## config.mk

```make
export PLATFORM = sky130hd
export DESIGN_NAME = psc_host_flat
export DESIGN_NICKNAME = d
export VERILOG_FILES = /design/src/include/psc_pkg.sv /design/src/include/psc_link_if.sv /design/src/hdl/psc_host.sv /design/src/flat_wrapper.sv
export VERILOG_INCLUDE_DIRS = /design/src /design/src/include
export SDC_FILE = /design/constraint.sdc
export NUM_CORES = 1
export LEC_CHECK = 0
export BUFFER_PORTS_ARGS = -buffer_cell sky130_fd_sc_hd__buf_2
export CORE_ASPECT_RATIO = 0.6
export CORE_MARGIN = 4
export CORE_UTILIZATION = 48
export CTS_CLUSTER_SIZE = 14
export DETAILED_ROUTE_END_ITERATION = 6
export GPL_ROUTABILITY_DRIVEN = 0
export PLACE_DENSITY = 0.75
export SLEW_MARGIN = 20
export SYNTH_ARGS = -nofsm -noshare
export SYNTH_HDL_FRONTEND = slang
export SYNTH_SLANG_ARGS = --single-unit
```

## constraint.sdc

```tcl
create_clock -name sys_clk -period 2.15 [get_ports sys_clk]
set_input_delay 0.215 -clock sys_clk [delete_from_list [all_inputs] [get_ports sys_clk]]
set_output_delay 0.215 -clock sys_clk [all_outputs]
set_load 0.1 [all_outputs]
```

## src/include/psc_defs.svh

```systemverilog
// Purpose: Constants for the phase shifter control link and its host
// Assumes: Serial word is six bits, phase bits in the upper four
// Notes: Timing constants and register map below
`ifndef PSC_DEFS_SVH
`define PSC_DEFS_SVH
`define PSC_WORD_BITS 6
`define PSC_PHASE_BITS 4
`define PSC_PHASE_LSB 2
`define PSC_SYS_PERIOD_NS 4
`define PSC_SCK_MIN_NS 100
`define PSC_SCK_HALF_CYC ((`PSC_SCK_MIN_NS + 2 * `PSC_SYS_PERIOD_NS - 1) / (2 * `PSC_SYS_PERIOD_NS))
`define PSC_LES_MIN_NS 630
`define PSC_LES_CYC ((`PSC_LES_MIN_NS + `PSC_SYS_PERIOD_NS - 1) / `PSC_SYS_PERIOD_NS)
`define PSC_LE_WIDTH_CYC 4
`define PSC_CNT_W 8
`define PSC_ADDR_CMD 2'h0
`define PSC_ADDR_STAT 2'h1
`define PSC_ADDR_ECHO 2'h2
`define PSC_CMD_GO_BIT 8
`define PSC_CMD_PAR_BIT 9
`endif

```

## src/include/psc_pkg.sv

```systemverilog
// Purpose: Types shared by both ends of the phase shifter control link
// Assumes: Constants come from psc_defs.svh
// Notes: Host sequencer states live here
`include "psc_defs.svh"
package psc_pkg;
	typedef logic [`PSC_WORD_BITS-1:0] psc_word_t;
	typedef logic [`PSC_PHASE_BITS-1:0] psc_phase_t;
	typedef enum logic [2:0] {PSC_IDLE, PSC_LOW, PSC_HIGH, PSC_LATCH, PSC_GAP} psc_state_t;
endpackage : psc_pkg

```

## src/include/psc_link_if.sv

```systemverilog
// Purpose: Pins between the host controller and the phase shifter driver
// Assumes: Host drives all control pins; device drives serial out
// Notes: Shared pins carry latch/clock/data or parallel bits by mode
`timescale 1ns/100ps
`default_nettype none
interface psc_link_if;
	logic mode_serial;
	logic latch_strobe;
	logic serial_clk;
	logic serial_data_in;
	logic phase_bit_180;
	logic phase_bit_90;
	logic phase_bit_45;
	logic serial_data_out;
	modport host (output mode_serial, latch_strobe, serial_clk, serial_data_in,
		phase_bit_180, phase_bit_90, phase_bit_45, input serial_data_out);
	modport dev (input mode_serial, latch_strobe, serial_clk, serial_data_in,
		phase_bit_180, phase_bit_90, phase_bit_45, output serial_data_out);
endinterface : psc_link_if
`default_nettype wire

```

## src/hdl/psc_host.sv

```systemverilog
// Purpose: Host controller: shifts words to the phase shifter driver
// Assumes: Software uses the plain register port on sys_clk
// Notes: Serial clock made by divider from sys_clk
`timescale 1ns/100ps
`default_nettype none
`include "psc_defs.svh"
module psc_host (
	// System
	input wire logic sys_clk,
	input wire logic sys_rst,
	// Register port
	input wire logic [1:0] addr,
	input wire logic [15:0] wr_data,
	input wire logic wr_en,
	input wire logic rd_en,
	output logic [15:0] rd_data,
	// Link
	psc_link_if.host link
);
	import psc_pkg::*;

	psc_state_t state;
	psc_word_t word;
	psc_word_t echo;
	logic [2:0] bit_cnt;
	logic [`PSC_CNT_W-1:0] tmr;
	logic par_mode;
	logic pend;
	logic sclk;
	logic le;
	logic sdi;
	logic [2:0] sdo_sync;
	logic sdo_bit;

	wire cmd_wr = wr_en && addr == `PSC_ADDR_CMD;
	wire go = cmd_wr && wr_data[`PSC_CMD_GO_BIT];
	wire tmr_done = tmr == '0;
	// A queued word counts as busy so a second go cannot slip in before the sequencer starts
	wire busy = state != PSC_IDLE || pend;

	// Pins; parallel mode drives the word straight onto the shared pins
	assign link.mode_serial = !par_mode;
	assign link.latch_strobe = par_mode ? word[2] : le;
	assign link.serial_clk = par_mode ? word[1] : sclk;
	assign link.serial_data_in = par_mode ? 1'b0 : sdi;
	assign link.phase_bit_180 = word[5];
	assign link.phase_bit_90 = word[4];
	assign link.phase_bit_45 = par_mode ? word[3] : 1'b0;

	// Serial out resynchroniser, three flops
	always_ff @(posedge sys_clk) begin
		if (sys_rst) begin
			sdo_sync <= 3'h0;
		end else begin
			sdo_sync <= {sdo_sync[1:0], link.serial_data_out};
		end
	end

	// Serial out level taken only once the last two stages agree
	always_ff @(posedge sys_clk) begin
		if (sys_rst) begin
			sdo_bit <= 1'b0;
		end else if (sdo_sync[2] == sdo_sync[1]) begin
			sdo_bit <= sdo_sync[2];
		end
	end

	// Shift sequencer: MSB first, two dummy bits last, then latch pulse
	always_ff @(posedge sys_clk) begin
		if (sys_rst) begin
			state <= PSC_IDLE;
			word <= 6'h00;
			echo <= 6'h00;
			bit_cnt <= 3'h0;
			tmr <= '0;
			par_mode <= 1'b0;
			pend <= 1'b0;
			sclk <= 1'b0;
			le <= 1'b0;
			sdi <= 1'b0;
		end else begin
			if (go && !busy) begin
				word <= {wr_data[`PSC_PHASE_BITS-1:0], 2'h0};
				par_mode <= wr_data[`PSC_CMD_PAR_BIT];
			end
			if (go && !busy && !wr_data[`PSC_CMD_PAR_BIT]) begin
				pend <= 1'b1;
			end else if (state == PSC_IDLE) begin
				pend <= 1'b0;
			end
			if (!tmr_done) begin
				tmr <= tmr - 1'b1;
			end
			unique case (state)
				PSC_IDLE: begin
					if (pend) begin
						state <= PSC_LOW;
						bit_cnt <= 3'h0;
						sdi <= word[5];
						tmr <= `PSC_CNT_W'(`PSC_SCK_HALF_CYC);
					end
				end
				PSC_LOW: begin
					if (tmr_done) begin
						sclk <= 1'b1;
						state <= PSC_HIGH;
						tmr <= `PSC_CNT_W'(`PSC_SCK_HALF_CYC);
					end
				end
				PSC_HIGH: begin
					if (tmr_done) begin
						sclk <= 1'b0;
						echo <= {echo[4:0], sdo_bit};
						tmr <= `PSC_CNT_W'(`PSC_SCK_HALF_CYC);
						if (bit_cnt == 3'h5) begin
							state <= PSC_LATCH;
						end else begin
							bit_cnt <= bit_cnt + 3'h1;
							sdi <= word[3'h4 - bit_cnt];
							state <= PSC_LOW;
						end
					end
				end
				PSC_LATCH: begin
					if (tmr_done) begin
						le <= !le;
						tmr <= `PSC_CNT_W'(le ? `PSC_LES_CYC : `PSC_LE_WIDTH_CYC);
						state <= le ? PSC_GAP : PSC_LATCH;
					end
				end
				PSC_GAP: begin
					if (tmr_done) begin
						state <= PSC_IDLE;
					end
				end
				// Unused codes of the three-bit state fall back to idle
				default: begin
					state <= PSC_IDLE;
				end
			endcase
		end
	end

	// Read data one cycle after the strobe
	always_ff @(posedge sys_clk) begin
		if (sys_rst) begin
			rd_data <= 16'h0000;
		end else if (rd_en) begin
			unique case (addr)
				`PSC_ADDR_CMD: rd_data <= {6'h00, par_mode, 5'h00, word[5:2]};
				`PSC_ADDR_STAT: rd_data <= {15'h0000, busy};
				`PSC_ADDR_ECHO: rd_data <= {10'h000, echo};
				default: rd_data <= 16'h0000;
			endcase
		end else begin
			rd_data <= 16'h0000;
		end
	end
endmodule : psc_host
`default_nettype wire

```

## src/flat_wrapper.sv

```systemverilog
// flat-port wrapper written by rule: the top's interface ports become plain ports
module psc_host_flat import psc_pkg::*;
  (sys_clk, sys_rst, addr, wr_data, wr_en, rd_en, rd_data, link_mode_serial, link_latch_strobe, link_serial_clk, link_serial_data_in, link_phase_bit_180, link_phase_bit_90, link_phase_bit_45, link_serial_data_out);
  psc_link_if link_i ();
  input wire logic sys_clk;
  input wire logic sys_rst;
  input wire logic [1:0] addr;
  input wire logic [15:0] wr_data;
  input wire logic wr_en;
  input wire logic rd_en;
  output logic [15:0] rd_data;
  output wire logic [$bits(link_i.mode_serial)-1:0] link_mode_serial;
  output wire logic [$bits(link_i.latch_strobe)-1:0] link_latch_strobe;
  output wire logic [$bits(link_i.serial_clk)-1:0] link_serial_clk;
  output wire logic [$bits(link_i.serial_data_in)-1:0] link_serial_data_in;
  output wire logic [$bits(link_i.phase_bit_180)-1:0] link_phase_bit_180;
  output wire logic [$bits(link_i.phase_bit_90)-1:0] link_phase_bit_90;
  output wire logic [$bits(link_i.phase_bit_45)-1:0] link_phase_bit_45;
  input wire logic [$bits(link_i.serial_data_out)-1:0] link_serial_data_out;
  assign link_mode_serial = link_i.mode_serial;
  assign link_latch_strobe = link_i.latch_strobe;
  assign link_serial_clk = link_i.serial_clk;
  assign link_serial_data_in = link_i.serial_data_in;
  assign link_phase_bit_180 = link_i.phase_bit_180;
  assign link_phase_bit_90 = link_i.phase_bit_90;
  assign link_phase_bit_45 = link_i.phase_bit_45;
  assign link_i.serial_data_out = link_serial_data_out;
  psc_host u_core (.sys_clk(sys_clk), .sys_rst(sys_rst), .addr(addr), .wr_data(wr_data), .wr_en(wr_en), .rd_en(rd_en), .rd_data(rd_data), .link(link_i));
endmodule
```

# --- After elaboration in Yosys (flattened, before gate mapping) ---
# Index checks and enable logic that the tools add are counted.
# Widths: inputs -> output; s select.
op_classes:
  reduce_logical: 23
  magnitude_cmp: 1
  bitwise_logic: 1
  eq_ne: 14
  addsub: 3
  n_mux: 34
op_table:
  columns: ["op", "count"]
  rows:
  - ["$mux 8", 5]
  - ["$pmux 10 s3", 1]
  - ["$mux 3", 9]
  - ["$pmux 8 s3", 1]
  - ["$pmux 3 s5", 1]
  - ["$mux 1", 12]
  - ["$ne 2x1->1 const B", 5]
  - ["$logic_not 8->1", 1]
  - ["$sub 8x1->8 const B", 1]
  - ["$eq 3x2->1 const B", 2]
  - ["$eq 3x3->1 const B", 2]
  - ["$pmux 3 s2", 1]
  - ["$reduce_bool 2->1", 3]
  - ["$reduce_and 5->1", 1]
  - ["$logic_and 1x1->1", 4]
  - ["$logic_not 1->1", 4]
  - ["$lt 3x4->1 const B", 1]
  - ["$pmux 1 s2", 2]
  - ["$reduce_and 2->1", 2]
  - ["$reduce_and 4->1", 1]
  - ["$reduce_or 2->1", 2]
  - ["$add 3x1->3 const B", 1]
  - ["$bmux 1 s3", 1]
  - ["$eq 3x1->1 const B", 1]
  - ["other kinds (12)", 12]
totals:
  output_inout_bits: 23
  elab_cells: 89
  inputBits: 23
  ff_bits: 49

# --- Logic depth before layout (Yosys ltp) ---
# Gate-level depths: netlist of the first run.
depth:
  word_depth: 6
  depth_mapped: 10
  depth_no_buf: 9

# --- Worst setup path before layout of the first run ---
# OpenSTA, ideal clock, no wires.
synth_timing:
  path_type: "register to register"
  startpoint: "register u_core.tmr[0]"
  endpoint: "register u_core.tmr[0]"
  stages_incl_launch_ff: 11
  setup_ps: 95
  period_less_slack_ps: 2149
  slack_ps: 1
  t_required_ps: 2055
  arrival_time_ps: 2054
  path_buffers: 1
  path_cell_list: "dfxtp_1 -> inv_1 -> ha_1 -> nor3b_4 -> nand2_2 -> buf_2 -> ha_1 -> nor3b_1 -> a31oi_1 -> a21o_1 -> a221oi_1"
synth_via:
  elab_chain_len: 4
  elab_cells_between_ends: 7
  classes_between: "add/sub (1); mux (5); reduce/logical (1)"
synth_lines:
  columns: ["element", "line", "text"]
  rows:
  - ["from (decl)", "psc_host.sv:26", "logic [`PSC_CNT_W-1:0] tmr;"]
  - ["from (signal assigned)", "psc_host.sv:92", "tmr <= tmr - 1'b1;"]
  - ["from (signal assigned)", "psc_host.sv:100", "tmr <= `PSC_CNT_W'(`PSC_SCK_HALF_CYC);"]
  - ["from (signal assigned)", "psc_host.sv:107", "tmr <= `PSC_CNT_W'(`PSC_SCK_HALF_CYC);"]
  - ["$sub 8x1->8 / $logic_not 8->1 (equally long branches)", "psc_host.sv:92, psc_host.sv:37", null]
  - ["$mux 8", "psc_host.sv:91", "if (!tmr_done) begin"]
  - ["$mux 8 (on tied branches)", null, null]
  - ["$pmux 8 s3 *", "psc_host.sv:94", "unique case (state)"]
# Mark *: on every way between the ends. The rest lies on a longest branch, timed or not.
# A chain may end at the register's enable or synchronous reset.

# --- Worst setup path after layout of the first run ---
# Ends and elaborated chain as after synthesis.

==> results_dict.tcl, run 1 <==
set metrics [dict create \
    die_w_um 91.8 \
    synth-edff-count 0 \
    cp_common_cell "ha_1" \
    hold_slack_ns 0.139 \
    post-route-drc-count 0 \
    clk_latency_ns 0.28 \
    fin_util 0.592 \
    final_common_cell "dfxtp_1" \
    drt_iter0_drc 91 \
    totalWireLength_um 4270 \
    coreArea_sq_um 3850 \
    async_flop_share 0 \
    path_class "reg2reg" \
    area_growth_pct 12.8 \
    grtUsageTotal 0.166 \
    p_per_area_nw_per_um2 993 \
    clock_path_buffers 2 \
    endpoint_kind "flop" \
    portBuffers 26 \
    slew_violations 0 \
    initial_core_util 0.525 \
    finalPower_w 0.00227 \
    avgViaCountPerCell 5.05 \
    path_delay_family "compound AO/OA/AOI/OAI gates" \
    postCtsHoldBufs 0 \
    slew_headroom 0.627 \
    cp_cell_sequence "inv_1, ha_1, nor3b_4, nand2_2, ha_1, nor3b_1, a31oi_1, a21o_1, a221oi_1" \
    fmax_ghz 0.513 \
    yosysSeqAreaShare 0.396 \
    design_area_sq_um 2280 \
    cts_tree "built" \
    avgSynthCellArea_sq_um 9.15 \
    placed_cell_area_sq_um 2190 \
    ys.flop_type "dfxtp_1" \
    grt_overflow 0 \
    io_pins 46 \
    die_area_sq_um 5350 \
    routedWlPerCell_um 13.9 \
    grt_max_degree 32 \
    fin_nets 280 \
    yosys.cell_types.count 48 \
    setup_viol 0 \
    worst_slew_pin_slew_ns 0.559 \
    min_period_ns 1.95 \
    yosys_register_bits 40 \
    final_cell_mix "40 x dfxtp_1, 31 x nor2_1, 26 x buf_2" \
    ctsResizeCount 0 \
    via_count 1555 \
    rsz0062_at_grt "no" \
    diodes 0 \
    start_kind "flop" \
    p_leak_nw 1.01 \
    finalCritPeriodShare 0.907 \
    cts_buffers 5 \
    peakVddDrop_mv 0.618 \
    status "complete, no violations" \
    antenna_found_initial 0 \
    setup_tns_ns 0 \
    dpl.hpwl_um 3210 \
    hold_path.class "in2reg" \
    die_h_um 58.3 \
    cap_violations 0 \
    slowest_delay_ns 0.35 \
    critical_path_arrival_ns 2.13 \
    yosys_warnings 0 \
    htreeDepth 2 \
    cts_root_buffer "clkbuf_8" \
    fin_worst_skew_ns 0.00640 \
    crit_slowest_cell "dfxtp_1" \
    syn_inst 221 \
    hold_violations 0 \
    first_global_vias 1409 \
    synthesis.area_sq_um 2020 \
    drive_gt1_frac 0.219 \
    rows 17 \
    clkSinkCount 40 \
    grt_pass1_wl_um 7130 \
    firstDrtPassIters 4 \
    drtAntennaViolNets 0 \
    cp_max_fo 5 \
    required_ns 2.34 \
    r2r_slack_ns 0.20 \
    clkSlewWorstSetupHoldPaths_ns 0.08 \
    cts_setup_buffers 0 \
    cp_num_buf_inv 1 \
]
==> final cells by class <==
class / instances / area, sq um
tap: 57 / 71.3
multi-input combinational: 159 / 1090
sequential: 40 / 801
inverter: 11 / 41.3
timing repair buffer: 33 / 183
fill: 350 / 1570
clock buffer: 7 / 86.3
clock inverter: 1 / 7.51
==> final timing paths <==
kind	start	end	depth (start not counted)
setup / recovery	u_core.tmr[0]	u_core.tmr[0]	9
hold / removal	link_serial_data_out	u_core.sdo_sync[0]	2
setup reg to reg	u_core.tmr[0]	u_core.tmr[0]	9
hold reg to reg	u_core.sdo_sync[0]	u_core.sdo_sync[1]	1
==> through the flow <==
| step | setup slack, ns | std cells |
|---|---|---|
| 2_1_floorplan | 0.000737 | 229 |
| 3_3_place_gp | 0.279 | 300 |
| 3_5_place_dp | 0.205 | 300 |
| 4_1_cts | 0.188 | 308 |
| 5_1_grt | 0.00874 | 308 |
| 6_report | 0.201 | 308 |
==> sequential cells by signal, indices dropped and copies added (netlist names), 3 cells and up <==
register	cells
u_core.bit_cnt	3
u_core.echo	6
u_core.rd_data	7
u_core.sdo_sync	3
u_core.state	3
u_core.tmr	8
u_core.word	4
==> layer usage <==
layer,vias to the layer above,part of all wire,global-route usage,wire length [um]
li1,799,-,-,-
met4,0,0.0042,0.0190,18
met2,46,0.41,0.240,1740
met3,2,0.074,0.0402,314
met5,-,0,0,0
met1,708,0.51,0.255,2190
==> cells in the mapped netlist, drive strengths merged (3+ instances only) <==
library cell / count / share of area
nor3: 3 / 0.0074
o21ai: 6 / 0.015
nor3b: 6 / 0.033
clkbuf: 6 / 0.011
nand2: 14 / 0.027
xnor2: 3 / 0.013
xor2: 3 / 0.013
buf: 13 / 0.048
nand4: 3 / 0.012
nor2: 31 / 0.058
and3: 4 / 0.012
a211oi: 3 / 0.011
a21oi: 10 / 0.025
nor2b: 6 / 0.019
dfxtp: 40 / 0.40
ha: 7 / 0.043
nand3: 5 / 0.015
inv: 11 / 0.020
mux2i: 16 / 0.079
==> cells by family after synthesis <==
| family | Yosys count | share of synthesized area |
|---|---|---|
| flops | 40 | 0.396 |
| other cells | 1 | 0.00185 |
| xor+xnor | 6 | 0.0260 |
| fa+ha+maj | 7 | 0.0433 |
| buf+inv | 30 | 0.0792 |
| compound gates | 34 | 0.121 |
| mux | 18 | 0.0903 |
| simple gates | 85 | 0.242 |
==> power breakdown <==
group	internal [W]	total, W	switching (W)
clock	0.000261	0.000512	0.000252
combinational	0.000341	0.000849	0.000508
sequential	0.000813	0.000904	0.0000907
total	0.00141	0.00227	0.000851
No activity file was read; power rests on OpenSTA's default activity.
==> run 2: changes to the inputs <==
--- a/config.mk
+++ b/config.mk
@@ -7,7 +7,7 @@
 export NUM_CORES = 1
 export LEC_CHECK = 0
 export BUFFER_PORTS_ARGS = -buffer_cell sky130_fd_sc_hd__buf_2
-export CORE_ASPECT_RATIO = 0.6
+export CORE_ASPECT_RATIO = 1.25
 export CORE_MARGIN = 4
 export CORE_UTILIZATION = 48
 export CTS_CLUSTER_SIZE = 14
==> results_dict.tcl, run 2 (synthesis gave the netlist of run 1 again) <==
set metrics [dict create \
    status "complete, no violations" \
    fmax_ghz 0.514 \
    placed_cell_area_sq_um 2190 \
    hold_violations 0 \
    switching_share 0.381 \
    coreArea_sq_um 4070 \
    cap_violations 0 \
    hold_path.class "in2reg" \
    slew_violations 0 \
    p_sw_w 0.000850 \
    min_period_ns 1.94 \
    worst_slew_pin_slew_ns 0.581 \
    avgViaCountPerCell 5.07 \
    final_cell_mix "40 x dfxtp_1, 31 x nor2_1, 26 x buf_2" \
    initial_core_util 0.497 \
    path_class "reg2reg" \
    place_ws_ns 0.189 \
    grt_overflow 0 \
    portBuffers 26 \
    slew_headroom 0.612 \
    hp-start "link_serial_data_out" \
    cp_common_cell "ha_1" \
    via_count 1557 \
    timing.rr.start "u_core.tmr[0]" \
    finalCritPeriodShare 0.905 \
    dpl.hpwl_um 3000 \
    die_area_sq_um 5320 \
    design_area_sq_um 2280 \
    htreeDepth 2 \
    top_regs "u_core.tmr (8), u_core.rd_data (7), u_core.echo (6)" \
    peakVddDrop_mv 0.431 \
    fin_worst_skew_ns 0.00680 \
    grt_pass1_wl_um 6870 \
    endpoint_kind "flop" \
    critical_path_arrival_ns 2.15 \
    final_common_cell "dfxtp_1" \
    pwr-share-comb 0.371 \
    cts_tree "built" \
    cp-startpoint "u_core.tmr[0]" \
    drt_iter0_drc 46 \
    largest_register_ffs 8 \
    firstDrtPassIters 4 \
    first_global_vias 1563 \
    grtUsageTotal 0.169 \
    p_per_area_nw_per_um2 980 \
    setup_viol 0 \
    power_frac_seq 0.405 \
    crit_slowest_cell "dfxtp_1" \
    antenna_found_initial 0 \
    path_delay_family "compound AO/OA/AOI/OAI gates" \
    die_w_um 66.1 \
    post-route-drc-count 0 \
    cp_cell_sequence "inv_1, ha_1, nor3b_4, nand2_2, ha_1, nor3b_2, a31oi_1, a21o_1, a221oi_1" \
    dp.cells 299 \
    clkSinkCount 40 \
    p_leak_nw 1.02 \
    clk_latency_ns 0.30 \
    drtAntennaViolNets 0 \
    drive_gt1_frac 0.227 \
    totalWireLength_um 4020 \
    die_h_um 80.6 \
    setup_tns_ns 0 \
    io_pins 46 \
    routedWlPerCell_um 13.1 \
    clock_path_buffers 2 \
    cp_num_buf_inv 1 \
    required_ns 2.36 \
    cp_max_fo 6 \
    area_growth_pct 12.7 \
    grt_max_degree 20 \
    fin_nets 280 \
    setup_slack_ns 0.205 \
    diodes 0 \
    rows 26 \
    cts_root_buffer "clkbuf_8" \
    start_kind "flop" \
    rsz0062_at_grt "no" \
    clkSlewWorstSetupHoldPaths_ns 0.08 \
    cts_buffers 5 \
    intPower_w 0.00138 \
    slowest_delay_ns 0.35 \
    fin_cells 307 \
    clkPwrFrac 0.223 \
    largest_register "u_core.tmr" \
]
[run 2: worst reg2reg max path: stages, from the launching register on]
cell      delay, ns
dfxtp_1        0.35
inv_1          0.11
ha_1           0.18
nor3b_4        0.21
nand2_2        0.13
ha_1           0.23
nor3b_2        0.15
a31oi_1        0.07
a21o_1         0.21
a221oi_1       0.22
[run 2: final timing paths]
path         cells past startpoint                 end  slack (ns)
min                              2  u_core.sdo_sync[0]        0.13
max reg2reg                      9       u_core.tmr[0]        0.21
min reg2reg                      1  u_core.sdo_sync[1]        0.46
max                              9       u_core.tmr[0]        0.21
[run 2: area by class of cell]
cell class                      count  area (sq um)
Timing Repair Buffer               33           183
Inverter                           11          41.3
Clock inverter                      3          18.8
Tap cell                           56          70.1
Multi-Input combinational cell    159          1100
Sequential cell                    40           801
Clock buffer                        5          68.8
Fill cell                         386          1790
[run 2: repair_timing]
item	4_1_cts	5_1_grt
setup buffers	0	0
endpoints found under the setup margin	0	1
resized for setup	0	1
hold buffers	0	0
[run 2: power groups by stage]
stage	combinational (W)	sequential, W	clock [W]
4_1_cts	0.000826	0.000906	0.000511
5_1_grt	0.000924	0.000918	0.000543
6_report	0.000829	0.000904	0.000499
2_1_floorplan	0.000661	0.000911	0
3_5_place_dp	0.000823	0.000923	0
3_3_place_gp	0.000815	0.000921	0
[run 2: metrics by stage]
step | hold slack (ns) | total power, W | util
2_1_floorplan | 0.343 | 0.00157 | -
3_3_place_gp | 0.432 | 0.00174 | 0.538
3_5_place_dp | 0.433 | 0.00175 | 0.538
4_1_cts | 0.120 | 0.00224 | 0.559
5_1_grt | 0.146 | 0.00239 | 0.560
6_report | 0.134 | 0.00223 | 0.560
[run 2: layer usage]
layer | part of all wire | GRT usage | routed length (um) | vias up
li1 | - | - | - | 802
met1 | 0.44 | 0.189 | 1780 | 725
met2 | 0.51 | 0.302 | 2040 | 24
met3 | 0.030 | 0.0364 | 119 | 6
met4 | 0.019 | 0.0772 | 77 | 0
met5 | 0 | 0 | 0 | -
